File: src/common/ulps_pkg.sv
// shared constants, types and register map of the low-power / serial mode block
package ulps_pkg;

	// ****************************************************************
	// register byte addresses on the wishbone bus
	// ****************************************************************
	localparam logic [7:0] ULPS_ADR_FUNCTION_CONTROL_REG  = 8'h00; // function_control_reg
	localparam logic [7:0] ULPS_ADR_INTERFACE_CONTROL_REG  = 8'h04; // interface_control_reg
	localparam logic [7:0] ULPS_ADR_INT_MASK   = 8'h08; // interrupt mask
	localparam logic [7:0] ULPS_ADR_INT_STATUS = 8'h0c; // sticky change flags, write 1 to clear
	localparam logic [7:0] ULPS_ADR_MODE_STAT  = 8'h10; // current bus mode, read only

	// ****************************************************************
	// field positions
	// ****************************************************************
	localparam int ULPS_FUNC_ACTIVE_N_BIT = 6; // phy_active_n_ctl
	localparam int ULPS_INTF_SIX_BIT      = 0; // six_wire_serial_select
	localparam int ULPS_INTF_THREE_BIT    = 1; // three_wire_serial_select
	localparam int ULPS_INTF_KEEP_BIT     = 3; // clock_keep_running

	// ****************************************************************
	// reset values
	// ****************************************************************
	localparam logic ULPS_ACTIVE_N_RST = 1'b1; // awake after reset
	localparam logic ULPS_SIX_RST      = 1'b0;
	localparam logic ULPS_THREE_RST    = 1'b0;
	localparam logic ULPS_KEEP_RST     = 1'b0;
	localparam logic ULPS_MASK_RST     = 1'b1; // every source unmasked

	// ****************************************************************
	// types
	// ****************************************************************
	// bus mode of the ulpi data lines
	typedef enum logic [1:0] {
		ULPS_SYNC,
		ULPS_LOW_POWER,
		ULPS_SIX_PIN,
		ULPS_THREE_PIN
	} ulps_mode_t;

	// what the analog receiver reports
	typedef struct packed {
		logic [1:0] line_state;          // line state bits
		logic       serial_rx_plus_line; // single-ended dp
		logic       serial_rx_minus_line; // single-ended dm
		logic       serial_rx_diff_data; // differential receiver
		logic       rx_single_ended_zero; // both lines low
	} ulps_analog_rx_t;

	// what goes to the analog transmitter in the serial modes
	typedef struct packed {
		logic tx_enable;                   // drive the usb lines
		logic serial_tx_diff_data;         // differential data
		logic serial_tx_single_ended_zero; // force se0
	} ulps_serial_tx_t;

endpackage

File: src/rtl/ulps_int_tracker.sv
// interrupt source change detection, sticky flags, mask gating and wake snapshot
`timescale 1ns/100ps
`default_nettype none
module ulps_int_tracker
	import ulps_pkg::*;
#(
	parameter int SRC_W = 4
) (
	// clock and reset
	input  wire logic             mclk,
	input  wire logic             rst,
	// interrupt sources and software control
	input  wire logic [SRC_W-1:0] int_src,
	input  wire logic [SRC_W-1:0] int_mask,
	input  wire logic             clear_wr,
	input  wire logic [SRC_W-1:0] clear_bits,
	input  wire logic             snap_take,
	// results
	output logic      [SRC_W-1:0] int_status,
	output logic                  int_pending,
	output logic                  change_persists
);

	logic [SRC_W-1:0] src_prev; // sources one cycle ago
	logic [SRC_W-1:0] src_snap; // sources when low-power mode was entered

	// previous value for change detection
	always_ff @(posedge mclk) begin
		if (rst) begin
			// take the present level, so a source already high at reset is no change
			src_prev <= int_src;
		end else begin
			src_prev <= int_src;
		end
	end

	// sticky flags; a change in the clearing cycle survives
	always_ff @(posedge mclk) begin
		if (rst) begin
			int_status <= '0;
		end else begin
			int_status <= (int_status & ~(clear_wr ? clear_bits : '0)) | (int_src ^ src_prev);
		end
	end

	// snapshot at entry, compared against at exit
	always_ff @(posedge mclk) begin
		if (rst) begin
			src_snap <= '0;
		end else if (snap_take) begin
			src_snap <= int_src;
		end
	end

	// any unmasked flag raises the interrupt line
	assign int_pending = |(int_status & int_mask);
	// a change that went away again does not count
	assign change_persists = |((int_src ^ src_snap) & int_mask);

endmodule
`default_nettype wire

File: src/rtl/ulps_pin_map.sv
// data bus mapping for synchronous, low-power, six-wire and three-wire modes
`timescale 1ns/100ps
`default_nettype none
module ulps_pin_map
	import ulps_pkg::*;
(
	// mode and sources
	input  wire ulps_mode_t      mode,
	input  wire ulps_analog_rx_t rx,
	input  wire logic            int_line,
	input  wire logic [7:0]      data_in,
	// bus drive
	output logic      [7:0]      data_out,
	output logic      [7:0]      data_oe,
	// toward the analog transmitter
	output ulps_serial_tx_t      tx
);

	// pure wiring: line state reaches the bus with no flop in the way
	always_comb begin
		data_out = 8'h00; // unused lines stay low
		data_oe  = 8'h00;
		tx       = '0;
		case (mode)
			ULPS_LOW_POWER: begin
				data_oe     = 8'hff; // every line is an output
				data_out[0] = rx.line_state[0];
				data_out[1] = rx.line_state[1];
				data_out[3] = int_line;
			end
			ULPS_SIX_PIN: begin
				data_oe     = 8'hf8; // bits 2..0 are link inputs
				tx.tx_enable                   = data_in[0];
				tx.serial_tx_diff_data         = data_in[1];
				tx.serial_tx_single_ended_zero = data_in[2];
				data_out[3] = int_line;
				data_out[4] = rx.serial_rx_plus_line;
				data_out[5] = rx.serial_rx_minus_line;
				data_out[6] = rx.serial_rx_diff_data;
			end
			ULPS_THREE_PIN: begin
				tx.tx_enable = data_in[0];
				if (data_in[0]) begin
					// link owns bits 1 and 2 while transmitting
					data_oe = 8'hf8;
					tx.serial_tx_diff_data         = data_in[1];
					tx.serial_tx_single_ended_zero = data_in[2];
				end else begin
					data_oe     = 8'hfe;
					data_out[1] = rx.serial_rx_diff_data;
					data_out[2] = rx.rx_single_ended_zero;
				end
				data_out[3] = int_line;
			end
			default: begin
				// synchronous mode: the bus belongs to the transfer logic
				data_out = 8'h00;
				data_oe  = 8'h00;
			end
		endcase
	end

endmodule
`default_nettype wire

File: src/rtl/ulps_mode_ctrl.sv
// mode controller for low-power and serial ulpi bus modes, with wishbone registers
`timescale 1ns/100ps
`default_nettype none
module ulps_mode_ctrl
	import ulps_pkg::*;
#(
	parameter int SRC_W = 4 // number of interrupt sources
) (
	// clock and reset
	input  wire logic             mclk,
	input  wire logic             rst,
	// wishbone slave
	input  wire logic             wb_cyc_i,
	input  wire logic             wb_stb_i,
	input  wire logic             wb_we_i,
	input  wire logic [7:0]       wb_adr_i,
	input  wire logic [3:0]       wb_sel_i,
	input  wire logic [31:0]      wb_dat_i,
	output logic      [31:0]      wb_dat_o,
	output logic                  wb_ack_o,
	// ulpi side
	input  wire logic             stp,
	input  wire logic [7:0]       data_in,
	output logic      [7:0]       data_out,
	output logic      [7:0]       data_oe,
	output logic                  dir,
	// analog front end
	input  wire ulps_analog_rx_t  rx,
	input  wire logic [SRC_W-1:0] int_src,
	output ulps_serial_tx_t       tx,
	// clock and wake control
	output logic                  clk_run,
	output logic                  rxcmd_request
);

	// ****************************************************************
	// state
	// ****************************************************************
	ulps_mode_t       mode;          // current bus mode
	ulps_mode_t       next_mode;     // mode for the next cycle
	logic             active_n;      // phy_active_n_ctl
	logic             six_sel;       // six_wire_serial_select
	logic             three_sel;     // three_wire_serial_select
	logic             keep_clk;      // clock_keep_running
	logic [SRC_W-1:0] int_mask;      // 1 = source may interrupt
	logic [SRC_W-1:0] int_status;    // sticky change flags
	logic             int_pending;   // any unmasked flag set
	logic             change_persists; // source differs from entry snapshot
	logic             bus_req;       // new wishbone request this cycle
	logic             wr_req;        // write request
	logic             wr_low;        // write touching byte lane 0
	logic             lp_enter;      // entering low power now
	logic             lp_exit;       // leaving low power now
	logic             serial_exit;   // leaving a serial mode now
	logic [31:0]      next_rdata;    // read data for the addressed register

	// ****************************************************************
	// bus decode
	// ****************************************************************
	// ack is high for exactly one cycle, so a held request is not seen twice
	assign bus_req = wb_cyc_i & wb_stb_i & ~wb_ack_o;
	assign wr_req  = bus_req & wb_we_i;
	// every field lives in the low byte, so only lane 0 stores anything
	assign wr_low  = wr_req & wb_sel_i[0];

	// address match helper, used for each register
	function automatic logic hit(input logic [7:0] adr, input logic [7:0] reg_adr);
		hit = (adr[7:2] == reg_adr[7:2]);
	endfunction

	// ****************************************************************
	// mode transitions
	// ****************************************************************
	// stp in synchronous mode ends a transfer, so entry waits for it low
	always_comb begin
		next_mode = mode;
		case (mode)
			ULPS_SYNC: begin
				if (!stp) begin
					// serial selects win over sleep if software sets several
					if (six_sel) begin
						next_mode = ULPS_SIX_PIN;
					end else if (three_sel) begin
						next_mode = ULPS_THREE_PIN;
					end else if (!active_n) begin
						next_mode = ULPS_LOW_POWER;
					end
				end
			end
			ULPS_LOW_POWER: begin
				// clk_run stays low until this exit, but mclk keeps running, so stp is seen
				if (stp) begin
					next_mode = ULPS_SYNC;
				end
			end
			ULPS_SIX_PIN: begin
				if (stp) begin
					next_mode = ULPS_SYNC;
				end
			end
			ULPS_THREE_PIN: begin
				if (stp) begin
					next_mode = ULPS_SYNC;
				end
			end
			default: begin
				next_mode = ULPS_SYNC;
			end
		endcase
	end

	assign lp_enter    = (mode == ULPS_SYNC) && (next_mode == ULPS_LOW_POWER);
	assign lp_exit     = (mode == ULPS_LOW_POWER) && (next_mode == ULPS_SYNC);
	assign serial_exit = (mode == ULPS_SIX_PIN || mode == ULPS_THREE_PIN)
		&& (next_mode == ULPS_SYNC);

	// mode register
	always_ff @(posedge mclk) begin
		if (rst) begin
			mode <= ULPS_SYNC;
		end else begin
			mode <= next_mode;
		end
	end

	// dir tracks the mode it is registered with, so both change together
	always_ff @(posedge mclk) begin
		if (rst) begin
			dir <= 1'b0;
		end else begin
			dir <= (next_mode != ULPS_SYNC);
		end
	end

	// stp is held by the link until dir has dropped; entry from sync then waits for it low

	// ****************************************************************
	// control registers
	// ****************************************************************
	// exit sets the request bit back to 1 (awake); hardware wins over a same-cycle write
	always_ff @(posedge mclk) begin
		if (rst) begin
			active_n <= ULPS_ACTIVE_N_RST;
		end else if (lp_exit) begin
			active_n <= 1'b1;
		end else if (wr_low && hit(wb_adr_i, ULPS_ADR_FUNCTION_CONTROL_REG)) begin
			active_n <= wb_dat_i[ULPS_FUNC_ACTIVE_N_BIT];
		end
	end

	// serial selects, cleared again when the link leaves the mode
	always_ff @(posedge mclk) begin
		if (rst) begin
			six_sel   <= ULPS_SIX_RST;
			three_sel <= ULPS_THREE_RST;
		end else if (serial_exit) begin
			six_sel   <= 1'b0;
			three_sel <= 1'b0;
		end else if (wr_low && hit(wb_adr_i, ULPS_ADR_INTERFACE_CONTROL_REG)) begin
			six_sel   <= wb_dat_i[ULPS_INTF_SIX_BIT];
			three_sel <= wb_dat_i[ULPS_INTF_THREE_BIT];
		end
	end

	// clock keep-running bit
	always_ff @(posedge mclk) begin
		if (rst) begin
			keep_clk <= ULPS_KEEP_RST;
		end else if (wr_low && hit(wb_adr_i, ULPS_ADR_INTERFACE_CONTROL_REG)) begin
			keep_clk <= wb_dat_i[ULPS_INTF_KEEP_BIT];
		end
	end

	// interrupt mask
	always_ff @(posedge mclk) begin
		if (rst) begin
			int_mask <= {SRC_W{ULPS_MASK_RST}};
		end else if (wr_low && hit(wb_adr_i, ULPS_ADR_INT_MASK)) begin
			int_mask <= wb_dat_i[SRC_W-1:0];
		end
	end

	// ****************************************************************
	// register read and acknowledge
	// ****************************************************************
	// unmapped addresses read zero and ignore writes, but still ack
	always_comb begin
		next_rdata = 32'h0000_0000;
		if (hit(wb_adr_i, ULPS_ADR_FUNCTION_CONTROL_REG)) begin
			next_rdata[ULPS_FUNC_ACTIVE_N_BIT] = active_n;
		end else if (hit(wb_adr_i, ULPS_ADR_INTERFACE_CONTROL_REG)) begin
			next_rdata[ULPS_INTF_SIX_BIT]   = six_sel;
			next_rdata[ULPS_INTF_THREE_BIT] = three_sel;
			next_rdata[ULPS_INTF_KEEP_BIT]  = keep_clk;
		end else if (hit(wb_adr_i, ULPS_ADR_INT_MASK)) begin
			next_rdata[SRC_W-1:0] = int_mask;
		end else if (hit(wb_adr_i, ULPS_ADR_INT_STATUS)) begin
			next_rdata[SRC_W-1:0] = int_status;
		end else if (hit(wb_adr_i, ULPS_ADR_MODE_STAT)) begin
			next_rdata[1:0] = mode;
			next_rdata[2]   = dir;
		end
	end

	// ack one cycle after the request, dropped the cycle after
	always_ff @(posedge mclk) begin
		if (rst) begin
			wb_ack_o <= 1'b0;
		end else begin
			wb_ack_o <= bus_req;
		end
	end

	// read data stands with ack
	always_ff @(posedge mclk) begin
		if (rst) begin
			wb_dat_o <= 32'h0000_0000;
		end else if (bus_req) begin
			wb_dat_o <= wb_we_i ? 32'h0000_0000 : next_rdata;
		end
	end

	// ****************************************************************
	// interrupt tracking and wake report
	// ****************************************************************
	ulps_int_tracker #(
		.SRC_W (SRC_W)
	) u_int (
		.mclk            (mclk),
		.rst             (rst),
		.int_src         (int_src),
		.int_mask        (int_mask),
		.clear_wr        (wr_low && hit(wb_adr_i, ULPS_ADR_INT_STATUS)),
		.clear_bits      (wb_dat_i[SRC_W-1:0]),
		.snap_take       (lp_enter),
		.int_status      (int_status),
		.int_pending     (int_pending),
		.change_persists (change_persists)
	);

	// one-cycle request to the synchronous side to send an rxcmd
	always_ff @(posedge mclk) begin
		if (rst) begin
			rxcmd_request <= 1'b0;
		end else begin
			rxcmd_request <= lp_exit && change_persists;
		end
	end

	// ****************************************************************
	// interface clock control
	// ****************************************************************
	// in low power the clock stops; serial modes keep it only on request
	always_ff @(posedge mclk) begin
		if (rst) begin
			clk_run <= 1'b1;
		end else begin
			case (next_mode)
				ULPS_SYNC:      clk_run <= 1'b1;
				ULPS_LOW_POWER: clk_run <= 1'b0;
				default:        clk_run <= keep_clk;
			endcase
		end
	end

	// ****************************************************************
	// data bus mapping
	// ****************************************************************
	// unregistered on purpose: line state and serial data must not lag
	ulps_pin_map u_map (
		.mode     (mode),
		.rx       (rx),
		.int_line (int_pending),
		.data_in  (data_in),
		.data_out (data_out),
		.data_oe  (data_oe),
		.tx       (tx)
	);

endmodule
`default_nettype wire

File: config.mk
export PLATFORM = sky130hd
export DESIGN_NAME = ulps_mode_ctrl
export DESIGN_NICKNAME = d
export VERILOG_FILES = /design/src/common/ulps_pkg.sv /design/src/rtl/ulps_int_tracker.sv /design/src/rtl/ulps_pin_map.sv /design/src/rtl/ulps_mode_ctrl.sv
export SDC_FILE = /design/constraint.sdc
export NUM_CORES = 1
export LEC_CHECK = 0
export BUFFER_PORTS_ARGS = -buffer_cell sky130_fd_sc_hd__buf_2
export CAP_MARGIN = 20
export CORE_MARGIN = 4
export CORE_UTILIZATION = 37
export DETAILED_ROUTE_END_ITERATION = 6
export PLACE_DENSITY_LB_ADDON = 0.25
export SYNTH_ARGS = -nofsm -noshare
export SYNTH_HDL_FRONTEND = slang
export SYNTH_SLANG_ARGS = --single-unit
export TNS_END_PERCENT = 1
File: constraint.sdc
create_clock -name mclk -period 1.7 [get_ports mclk]
set_input_delay 0.085 -clock mclk [delete_from_list [all_inputs] [get_ports mclk]]
set_output_delay 0.085 -clock mclk [all_outputs]
set_load 0.03 [all_outputs]
**Word level (Yosys, flattened, before mapping)**

Index checks and enable logic that the tools add are counted.

- RAM bits: 0
- Word-level logic and storage cells: 80
- ROM bits: 0
- Bits in registers: 58
- Memories: 0
- Output and inout bits: 55
- Bits in latches: 0

- Reductions and logical operators: 18
- $lt $le $gt $ge: 0
- Bitwise gates (word level): 12
- Multiplexer cells: 28
- Eq/ne operators: 8
- Shift operators: 0
- Add/subtract/negate cells: 0
- Multipliers: 0
- Divide/modulo/power cells: 0

Operators with widths:

| cell | number |
|---|---|
| $pmux 8 s3 | 1 |
| $mux 2 | 8 |
| $and 4x4->4 | 3 |
| $eq 6x2->1 const B | 2 |
| $mux 3 | 4 |
| $mux 4 | 3 |
| $logic_and 1x1->1 | 8 |
| $reduce_or 4->1 | 2 |
| $xor 4x4->4 | 2 |
| $mux 1 | 7 |
| $mux 7 | 1 |
| $eq 6x1->1 const B | 1 |
| $eq 6x3->1 const B | 1 |
| $logic_not 6->1 | 1 |
| $pmux 3 s2 | 1 |
| $and 1x1->1 | 4 |
| $eq 2x1->1 const B | 2 |
| $eq 2x2->1 const B | 2 |
| $logic_not 2->1 | 2 |
| $not 4->4 | 1 |
| $or 4x4->4 | 1 |
| $pmux 1 s2 | 2 |
| $pmux 2 s2 | 1 |
| $reduce_or 2->1 | 2 |
| other kinds (4) | 4 |

**Longest topological paths before layout**

Gate-level depths: netlist of the first run.

- Word-level depth: 9
- Mapped depth: 6

**Hierarchy**

From an unflattened synthesis of the first run, not the netlist that was laid out.

- Cell total of the unflattened synthesis: 206
- Area total of the unflattened synthesis: 1793.0 um^2

By module, submodules not included:

| module | cells an instance | instances | area an instance (um^2) |
|---|---|---|---|
| ulps_mode_ctrl | 134 | 1 | 1173.6 |
| ulps_int_tracker | 48 | 1 | 461.7 |
| ulps_pin_map | 24 | 1 | 157.7 |

**Worst setup path before layout of the first run**

OpenSTA, ideal clock, no wires.

- Path type: register -> register
- Start: reg wb_ack_o
- End: reg active_n
- Clock period less this slack: 1.697 ns
- Data required time: 1.574 ns
- Stages on the path, launching flop included: 6
- Slack: 0.003 ns
- Arrival time: 1.570 ns
- Cell sequence: dfxtp_1 > nand3b_1 > clkbuf_1 > nor4_1 > mux2i_1 > nand3_1

- Longest elaborated chain between the ends: 5

RTL lines:

| what | RTL line | RTL |
|---|---|---|
| start, declared | ulps_mode_ctrl.sv:20 | `output logic wb_ack_o,` |
| start signal, assigned | ulps_mode_ctrl.sv:210 | `wb_ack_o <= bus_req;` |
| $not 1->1 | ulps_mode_ctrl.sv:61 | `assign bus_req = wb_cyc_i & wb_stb_i & ~wb_ack_o;` |
| $and 1x1->1 | ulps_mode_ctrl.sv:61 |  |
| $and 1x1->1 | ulps_mode_ctrl.sv:62 | `assign wr_req = bus_req & wb_we_i;` |
| $and 1x1->1 | ulps_mode_ctrl.sv:64 | `assign wr_low = wr_req & wb_sel_i[0];` |
| $logic_and 1x1->1 | ulps_mode_ctrl.sv:146 | `end else if (wr_low && hit(wb_adr_i, ULPS_ADR_FUNCTION_CONTROL_REG)) begin` |
| end signal, assigned | ulps_mode_ctrl.sv:147 | `active_n <= wb_dat_i[ULPS_FUNC_ACTIVE_N_BIT];` |
| end, declared | ulps_mode_ctrl.sv:41 | `logic active_n;` |

Every way passes these cells.
A chain may end at the register's enable or synchronous reset.

**Worst setup path after layout of the first run**

Same ends and word-level chain as after synthesis.

==> summary.md, run 1 <==
| Metric | Value |
|---|---|
| Outcome | completed |
| CP Data Arrival Time | roughly 1.7 ns |
| Uppermost layer routed | met4 |
| Slew HR | between 60 and 70% |
| Hold WS | 0.0402 ns |
| Met1 wire length | between 1.5 and 2 mm |
| Vias/cell | ~4.7 |
| Worst hold path cell count | 3 |
| Number of inserted diodes | 0 |
| Top-count cell post-synth | buf_4 |
| Crit Path Max Fanout | 12 |
| Critical Path Source Type | flip-flop |
| Area of the mapped netlist | around 0.0018 mm² |
| Max-Cap Viols | 0 |
| Placer Congestion | between 0.7 and 0.8 |
| # setup viols final | 0 |
| Remaining global-route overflow | 0 |
| Tmin final | 1.52 ns |
| Final hold vios | 0 |
| Fin crit share | 89.5% |
| Register area | 621 µm² |
| Yosys cell types | 39 |
| Fmax | roughly 660 MHz |
| Port Buffers | 57 |
| Post-synth EDFFs | 0 |
| Drt drc | 0 |
| Worst-skew pair later-pin latency | roughly 0.28 ns |
| First-pass GRT wire length | 6.78 mm |
| DR WL met2 | ~1.9 mm |
| Sequential fraction of the synthesis area | between 30% and 40% |
| CTS root buffer | clkbuf_8 |
| H-Tree Depth | 2 |
| Longest Clk Path Bufs | 2 |
| Yosys Warn Count | 0 |
| Number of synthesized register bits | 31 |
| Die Width | slightly below 80 µm |
| Share of flip-flops with an asynchronous set or reset | 0% |
| Final setup TNS | 0 ns |
| Die area | roughly 0.006 mm² |
| DP HPWL | about 3.2 mm |
| Clock Skew | 0.00559 ns |
| Cell depth of the worst flop-to-flop path | 5 |
| Worst Path Required | 1.87 ns |
| Synth area leader | dfxtp_1 |
| FP Rows | 24 |
| Initial antenna violation count | 0 |
| Maximum vdd drop | between 500 and 600 µV |
| Final wirelength | 4.06 mm |
| Area contributors post-synth | dfxtp_1, buf_4, a21oi_1 |
| Core area | around 0.0045 mm² |
| Total CTS buffers | 5 |
| Multi-input gate area | 928 µm² |
| Slew of the pin with the lowest slew margin | approximately 0.49 ns |
| Pleak | about 1.0 nW |
| Largest net degree at the start of global routing | 20 |
| Clock Pin Slew Worst Setup and Hold Paths | 0.07 ns |
| Area Growth Syn to Fin | 19.0% |
| # IOs | ~120 |
| Metal3 WL | 275 µm |
| CTS tree | built |
| CP endpoint kind | flip-flop |
| Mapped Avg Cell Area | 8.34 µm² |
| CP Class | reg -> reg |
| Syn Inst Count | 212 |
| Synth cell count leaders | buf_4, dfxtp_1, nand2_1 |
| Initial Utilization | 39.5% |
| Pre-Repair DR Iteration Count | 4 |
| Clock Sinks | 31 |
| Max-slew violations | 0 |
| Routed wire length per instance | between 10 and 15 µm |
| Top_reg_cell synth | dfxtp_1 |
| RSZ-0062 raised after global routing | no |
| First DRT Iteration DRCs | 44 |
| Final ANT Viol Nets | 0 |
| Layout cells sized above 1 | 28.8% |
| Vias in the first global route | 1466 |
| Power Density | between 700 and 800 mW/mm² |
| GRT Util Overall | between 10% and 20% |
| Synth top area share | a little over a third |
| Final #Nets | 338 |
| Hold crit path type | in -> reg |
| Vias | ~1500 |
| Filler cell count | approximately 460 |
| Overall die height | 77.1 µm |
==> through the flow <==
stage	instances	total power, mW	area (µm²)	setup WS [ns]	util, %
after floorplan	239	0.978	1870	0.00345	-
after global placement	311	0.991	1960	0.00546	43.7
after detailed placement	311	0.992	1960	0.00234	43.7
after CTS	323	1.65	2100	0.0455	47.0
after global routing	323	1.70	2100	0.0270	47.0
final	323	1.64	2100	0.178	47.0
==> worst paths after layout <==
| path | endpoint | startpoint | slack [ns] |
|---|---|---|---|
| hold / removal | int_mask[2] | wb_dat_i[2] | 0.04 |
| hold reg to reg | wb_dat_o[3] | wb_dat_o[3] | 0.45 |
| setup / recovery | active_n | wb_ack_o | 0.18 |
| setup reg to reg | active_n | wb_ack_o | 0.18 |
==> timing repair <==
action                                  CTS  global route
resized for setup                         0             1
setup buffers                             0             0
hold buffers                              4             0
hold endpoints to repair                  4             0
endpoints found under the setup margin    0             6
==> state kept, by name, indices dropped and copies added, names as in the netlist, 2 cells and up <==
signal	flops
u_int.src_snap	4
u_int.src_prev	4
u_int.int_status	4
int_mask	4
mode	2
wb_dat_o	5
==> layout by cell type, fill, tap and decap left out, drive strengths merged, types with 3 or more instances in the layout <==
master,count
dfxtp,31
nand3b,3
conb,28
xor2,4
and2,5
o21ai,7
a21oi,17
nor4,7
xnor2,4
or4,4
dlygate4sd3,4
nor2,14
nor2b,3
mux2i,7
clkbuf,7
nand2b,5
nand3,6
nand2,22
inv,8
buf,61
==> cell type report <==
class | instances | area share [%]
multi-input cells | 159 | 44.1
flip-flops and latches | 31 | 29.5
repair buffers | 65 | 16.9
clock inverters | 1 | 0.357
clock buffers | 7 | 4.58
well taps | 52 | 3.09
inverters | 8 | 1.43
==> worst max-delay path, cell delays in order (launching register included) <==
cell	delay, ns
dfxtp_1	0.30
nand3b_1	0.17
buf_4	0.20
nor4_1	0.38
mux2i_1	0.27
nand3_1	0.09
==> where the power goes <==
part | switching, mW | total, mW | internal [mW]
sequential | 0.0105 | 0.752 | 0.742
clock | 0.282 | 0.650 | 0.368
combinational | 0.162 | 0.232 | 0.0705
==> cell families after synthesis <==
| kind of cell | after synthesis | share of synthesized area [%] |
|---|---|---|
| compound gates | 38 | 13.4 |
| xor+xnor | 8 | 3.96 |
| buf+inv | 49 | 18.3 |
| flops | 31 | 35.1 |
| mux | 8 | 4.60 |
| other cells | 1 | 0.212 |
| simple gates | 77 | 24.5 |
==> layer usage <==
metal / up-vias / track usage [%]
li1: 778 / -
met5: - / 0
met3: 3 / 3.86
met4: 0 / 4.80
met1: 673 / 17.3
met2: 51 / 23.1
No activity file was read; power rests on OpenSTA's default activity.
==> run 2, diff against run 1 <==
- CELL_PAD_IN_SITES_DETAIL_PLACEMENT: not set -> 1
- CELL_PAD_IN_SITES_GLOBAL_PLACEMENT: not set -> 1
- CORE_UTILIZATION: 37 -> 25
==> summary.md, run 2 (same netlist as run 1, synthesis figures left out) <==
| Metric | Value |
|---|---|
| Vias in the first global route | 1593 (+8.7%) |
| Clock Pin Slew Worst Setup and Hold Paths | 0.07 ns (about the same) |
| Worst Path Required | 1.88 ns (about the same) |
| Clock Skew | 0.00280 ns (-0.00280 ns) |
| DP Area | 0.00204 mm² (+4.3%) |
| Critical Path Source Type | flip-flop |
| Largest net degree at the start of global routing | 15 (-25%) |
| CTS root buffer | clkbuf_8 |
| Total CTS buffers | 5 (unchanged) |
| CTS tree | built |
| Largest register by flop count | wb_dat_o |
| Max reg flops | 5 (unchanged) |
| Final #Nets | 342 (+1.2%) |
| Power Density | 723 mW/mm² (-7.0%) |
| H-Tree Depth | 2 (unchanged) |
| CP Data Arrival Time | 1.68 ns (about the same) |
| Fmax | 666 MHz (+1.3%) |
| # setup viols final | 0 (unchanged) |
| # IOs | 123 (unchanged) |
| DP HPWL | 3.90 mm (+23%) |
| Outcome | completed |
| Crit-path max cell delay | 0.31 ns (-0.07 ns) |
| Most used cell, CP | buf_4 |
| Pre-Repair DR Iteration Count | 4 (unchanged) |
| Fin crit share | 88.4% (-1.1 points) |
| Routed wire length per instance | 13.1 µm (+4.5%) |
| Clock Sinks | 31 (unchanged) |
| Cell depth of the worst flop-to-flop path | 6 (+1) |
| CP endpoint kind | flip-flop |
| Die area | 0.00848 mm² (+43%) |
| Core area | 0.00683 mm² (+53%) |
| Final setup TNS | 0 ns (unchanged) |
| Placer Congestion | 0.711 (-4.6%) |
| Hold crit path type | in -> reg |
| Sw Share | 29.5% (+1.7 points) |
| Commonest non-fill, non-tap cell in the layout | buf_2 |
| Worst R2R Setup Slack | 0.20 ns (+0.02 ns) |
| Critical-path cell list | nand3b_1 > buf_4 > nor4_4 > buf_4 > mux2i_1 > nand2_1 |
| Maximum vdd drop | 337 µV (-35%) |
| Net Sw Power | 462 µW (+1.6%) |
| First-pass GRT wire length | 8.07 mm (+19%) |
| Tmin final | 1.50 ns (-0.0195 ns) |
| Crit-path slowest cell | dfxtp_1 |
| Die Width | 92.1 µm (+19%) |
| Reg2reg start | wb_ack_o |
| Overall die height | 92.1 µm (+19%) |
| Number of inserted diodes | 0 (unchanged) |
| GRT Util Overall | 12.0% (-2.0 points) |
| Final ANT Viol Nets | 0 (unchanged) |
| Logic pwr share | 15.4% (+1.2 points) |
| Critical Path Sink | int_mask[0] |
| Pleak | 1.02 nW (+1.2%) |
| Final hold vios | 0 (unchanged) |
| Critical Path Source | wb_ack_o |
| Reg-to-Reg End | int_mask[0] |
| Initial antenna violation count | 0 (unchanged) |
| Max-Cap Viols | 0 (unchanged) |
| Vias/cell | 4.14 (-11%) |
| Drt drc | 0 (unchanged) |
| Port Buffers | 57 (unchanged) |
| Layout cells sized above 1 | 29.5% (+0.67 points) |
| Initial Utilization | 25.9% (-14 points) |
| Most frequent cells in the layout | buf_2, dfxtp_1, conb_1, nand2_1, a21oi_1 |
| First DRT Iteration DRCs | 82 (+86%) |
| Reg power frac | 48.1% (+2.1 points) |
| Max-slew violations | 0 (unchanged) |
| FP Rows | 30 (+25%) |
| Longest Clk Path Bufs | 2 (unchanged) |
| Vias | 1536 (+2.1%) |
| Remaining global-route overflow | 0 (unchanged) |
| RSZ-0062 raised after global routing | no |
| P_int | 1.10 mW (-6.5%) |
| Final wirelength | 4.87 mm (+20%) |
| CP Class | reg -> reg |
| Final instance area | 0.00217 mm² (+3.0%) |
| Crit Path Max Fanout | 5 (-7) |
| Filler cell count | 876 (+93%) |
| Worst-skew pair later-pin latency | 0.29 ns (about the same) |
| Clock power share | 36.5% (-3.3 points) |
| Area Growth Syn to Fin | 22.6% |
==> run 2: cell count changes in the layout (fill, tap and decap cells not counted), sizes merged <==
cell / delta
buf: +4
clkinvlp: -1
clkinv: +1
==> run 2: layer usage <==
layer,track usage [%],wire [µm]
met5,0,0
met3,4.18,292
met4,2.97,51
met1,15.3,2250
met2,19.3,2280
==> run 2: cell type report <==
| type | count | area [µm²] | area share [%] |
|---|---|---|---|
| Clock inverter | 1 | 5.00 | 0.231 |
| Inverter | 8 | 30.0 | 1.39 |
| Tap cell | 96 | 120 | 5.54 |
| Timing Repair Buffer | 69 | 385 | 17.8 |
| Sequential cell | 31 | 622 | 28.7 |
| Multi-Input combinational cell | 159 | 928 | 42.8 |
| Clock buffer | 7 | 76.3 | 3.52 |
==> run 2: worst min-delay path by stage <==
stage                            from                end  slack, ns  cells past startpoint
after floorplan            int_src[0]  u_int.src_prev[0]       0.11                      0
after global routing      wb_dat_i[2]        int_mask[2]       0.05                      3
after detailed placement   int_src[0]  u_int.src_prev[0]       0.26                      1
after global placement     int_src[0]  u_int.src_prev[0]       0.25                      1
after CTS                 wb_dat_i[2]        int_mask[2]       0.04                      3
final                     wb_dat_i[2]        int_mask[2]       0.04                      3
==> run 2: timing repair <==
item                       4_1_cts  5_1_grt
gates resized for setup          0        2
hold endpoints to repair         4        0
hold buffers                     4        0
buffers inserted                 0        0
setup endpoints to repair        0        6
==> run 2: power groups by stage <==
stage	registers, mW	logic (mW)	clock network [mW]
floorplan	0.768	0.211	0
global placement	0.769	0.231	0
finish	0.753	0.242	0.571
CTS	0.753	0.242	0.592
global route	0.754	0.266	0.635
detailed placement	0.770	0.235	0
==> run 2: worst max-delay path: cells and delay by family (launching register included) <==
| kind | cells | cell delay (ns) |
|---|---|---|
| and+or+nand+nor | 3 | 0.51 |
| buffers and inverters | 2 | 0.37 |
| DFF | 1 | 0.31 |
| muxes | 1 | 0.19 |
==> run 2: per-stage QoR <==
stage | hold WS [ns] | total power, mW | util (%) | worst slack, ns | cells
after floorplan | 0.113 | 0.978 | - | 0.00345 | 239
after global placement | 0.253 | 1.00 | 29.9 | 0.0171 | 359
after detailed placement | 0.255 | 1.00 | 29.9 | 0.00710 | 359
after CTS | 0.0369 | 1.59 | 31.7 | 0.0315 | 371
after global routing | 0.0512 | 1.65 | 31.7 | 0.0782 | 371
final | 0.0416 | 1.57 | 31.7 | 0.197 | 371
==> run 3, diff against run 2 <==
- SLEW_MARGIN: not set -> 15
- clock period: 1.7 -> 1.3 ns (I/O delays scaled with it)
==> summary.md, run 3 (same netlist as run 1, synthesis figures left out) <==
| Metric | Value |
|---|---|
| Crit Path Max Fanout | 5 (unchanged) |
| Most used cell, CP | buf_6 |
| CP bufs+invs | 2 (unchanged) |
| Final ANT Viol Nets | 0 (unchanged) |
| Largest register by flop count | wb_dat_o |
| CP Data Arrival Time | 1.67 ns (about the same) |
| Worst Path Required | 1.52 ns (-0.36 ns) |
| First-pass GRT wire length | 8.22 mm (+1.9%) |
| RSZ-0062 raised after global routing | yes |
| Reg2reg start | wb_ack_o |
| Hold crit path type | in -> reg |
| Power Density | 939 mW/mm² (+30%) |
| Initial Utilization | 25.9% (unchanged) |
| Pleak | 1.14 nW (+12%) |
| Most frequent cells in the layout | buf_2, conb_1, dfxtp_1, buf_4, nand2_1 |
| Setup ws final | -0.156 ns (-0.354 ns) |
| Worst R2R Setup Slack | -0.16 ns (-0.35 ns) |
| # IOs | 123 (unchanged) |
| Vias in the first global route | 1654 (+3.8%) |
| Reg-to-Reg End | wb_dat_o[3] |
| Filler cell count | 864 (-1.4%) |
| Worst hold path cell count | 3 (unchanged) |
| Crit path max-delay family | simple AND/OR/NAND/NOR gates |
| Area Growth Syn to Fin | 40.1% |
| Fmax | 687 MHz (+3.2%) |
| Die Width | 92.1 µm (unchanged) |
| Cell depth of the worst flop-to-flop path | 5 (-1) |
| CTS tree | built |
| Critical Path Source Type | flip-flop |
| Fin crit share | 112% (+24 points) |
| Vias | 1671 (+8.8%) |
| Min-Delay Endpoint | active_n |
| Met3 usage | 3.20% (-0.98 points) |
| Final hold vios | 0 (unchanged) |
| Max-Cap Viols | 0 (unchanged) |
| Die area | 0.00848 mm² (unchanged) |
| Layout cells sized above 1 | 40.1% (+11 points) |
| Final wirelength | 5.16 mm (+5.8%) |
| Tmin final | 1.46 ns (-0.0463 ns) |
| Clock Sinks | 31 (unchanged) |
| Crit-path slowest cell | or4_4 |
| Hold Startpoint | wb_dat_i[6] |
| Most used routing layer | met2 |
| Final core occ | 36.2% (+4.5 points) |
| Commonest non-fill, non-tap cell in the layout | buf_2 |
| Final #Nets | 359 (+5.0%) |
| Crit-path max cell delay | 0.47 ns (+0.16 ns) |
| Drt drc | 0 (unchanged) |
| H-Tree Depth | 2 (unchanged) |
| First DRT Iteration DRCs | 47 (-43%) |
| Remaining global-route overflow | 0 (unchanged) |
| CP Class | reg -> reg |
| Met2 global-route usage | 21.5% (+2.3 points) |
| CTS root buffer | clkbuf_8 |
| Worst-skew pair later-pin latency | 0.29 ns (about the same) |
| Initial antenna violation count | 0 (unchanged) |
| Longest Clk Path Bufs | 2 (unchanged) |
| Overall die height | 92.1 µm (unchanged) |
| Vias/cell | 4.31 (+4.0%) |
| Outcome | finished with violations |
| Max reg flops | 5 (unchanged) |
| CP endpoint kind | flip-flop |
| GRT Util Overall | 12.3% (+0.26 points) |
| Clock Pin Slew Worst Setup and Hold Paths | 0.08 ns (about the same) |
| Maximum vdd drop | 515 µV (+53%) |
| Port Buffers | 57 (unchanged) |
| Dpl ws | -0.394 ns (-0.402 ns) |
| Routed wire length per instance | 13.3 µm (+1.2%) |
| # setup viols final | 16 (+16) |
| DP HPWL | 4.18 mm (+7.0%) |
| Number of inserted diodes | 0 (unchanged) |
| Pre-Repair DR Iteration Count | 4 (unchanged) |
| Max-slew violations | 0 (unchanged) |
| Placer Congestion | 0.768 (+8.0%) |
| Core area | 0.00683 mm² (unchanged) |
| Met1 Use GR | 15.0% (-0.33 points) |
| Largest net degree at the start of global routing | 13 (-2) |
| Failing checks | negative setup slack |
| Clock Skew | 0.00723 ns (+0.00443 ns) |
| Critical-path cell list | nand3b_1 > buf_6 > buf_6 > or4_4 > a21oi_2 |
| FP Rows | 30 (unchanged) |
| Postcts setup bufs | 0 (unchanged) |
| Total CTS buffers | 5 (unchanged) |
[run 3: area by class of cell]
cell class	instances	area, µm²	share of cell area, %
Timing Repair Buffer	86	567	22.9
Clock buffer	5	68.8	2.78
Multi-Input combinational cell	159	1020	41.2
Clock inverter	3	43.8	1.77
Inverter	8	30.0	1.21
Sequential cell	31	627	25.3
Tap cell	96	120	4.85
[run 3: routing by layer]
layer	part of all wire (%)	up-vias
met3	5.6	5
li1	-	823
met1	45	797
met5	0	-
met2	49	46
met4	0.64	0
[run 3: repair_timing]
action / 4_1_cts / 5_1_grt
endpoints found under the hold margin: 4 / 0
cloned: 0 / 0
gates resized for setup: 21 / 16
hold buffers: 4 / 0
endpoints found under the setup margin: 39 / 36
pin swaps: 5 / 3
[run 3: power by group]
part           internal (mW)  switching (mW)
logic                  0.128           0.235
registers              0.968          0.0164
clock network          0.571           0.408
[run 3: per-stage QoR]
step                      power, mW  std cells  hold slack [ns]  instance area, µm²  setup TNS (ns)
final                          2.33        388           0.0281                2480          -0.999
after detailed placement       1.35        376            0.241                2190           -4.29
after global routing           2.42        388           0.0439                2480           -2.23
after floorplan                1.29        239           0.0927                1890           -3.22
after CTS                      2.34        388           0.0286                2410           -1.24
after global placement         1.34        376            0.236                2190           -4.26
[run 3: worst max path at each step]
stage / from / to / slack (ns) / cells past startpoint
after detailed placement: wb_adr_i[5] / u_int.int_status[1] / -0.39 / 5
after CTS: wb_ack_o / wb_dat_o[3] / -0.15 / 5
final: wb_ack_o / wb_dat_o[3] / -0.16 / 5
after floorplan: wb_adr_i[4] / u_int.int_status[0] / -0.30 / 6
after global placement: wb_adr_i[5] / u_int.int_status[0] / -0.37 / 5
after global routing: wb_ack_o / wb_dat_o[3] / -0.21 / 5
[run 3: worst register-to-register path, cell delays in order, from the launching register on]
cell and delay, ns:
dfxtp_2 0.32, nand3b_1 0.19, buf_6 0.16, buf_6 0.11, or4_4 0.47, a21oi_2 0.15
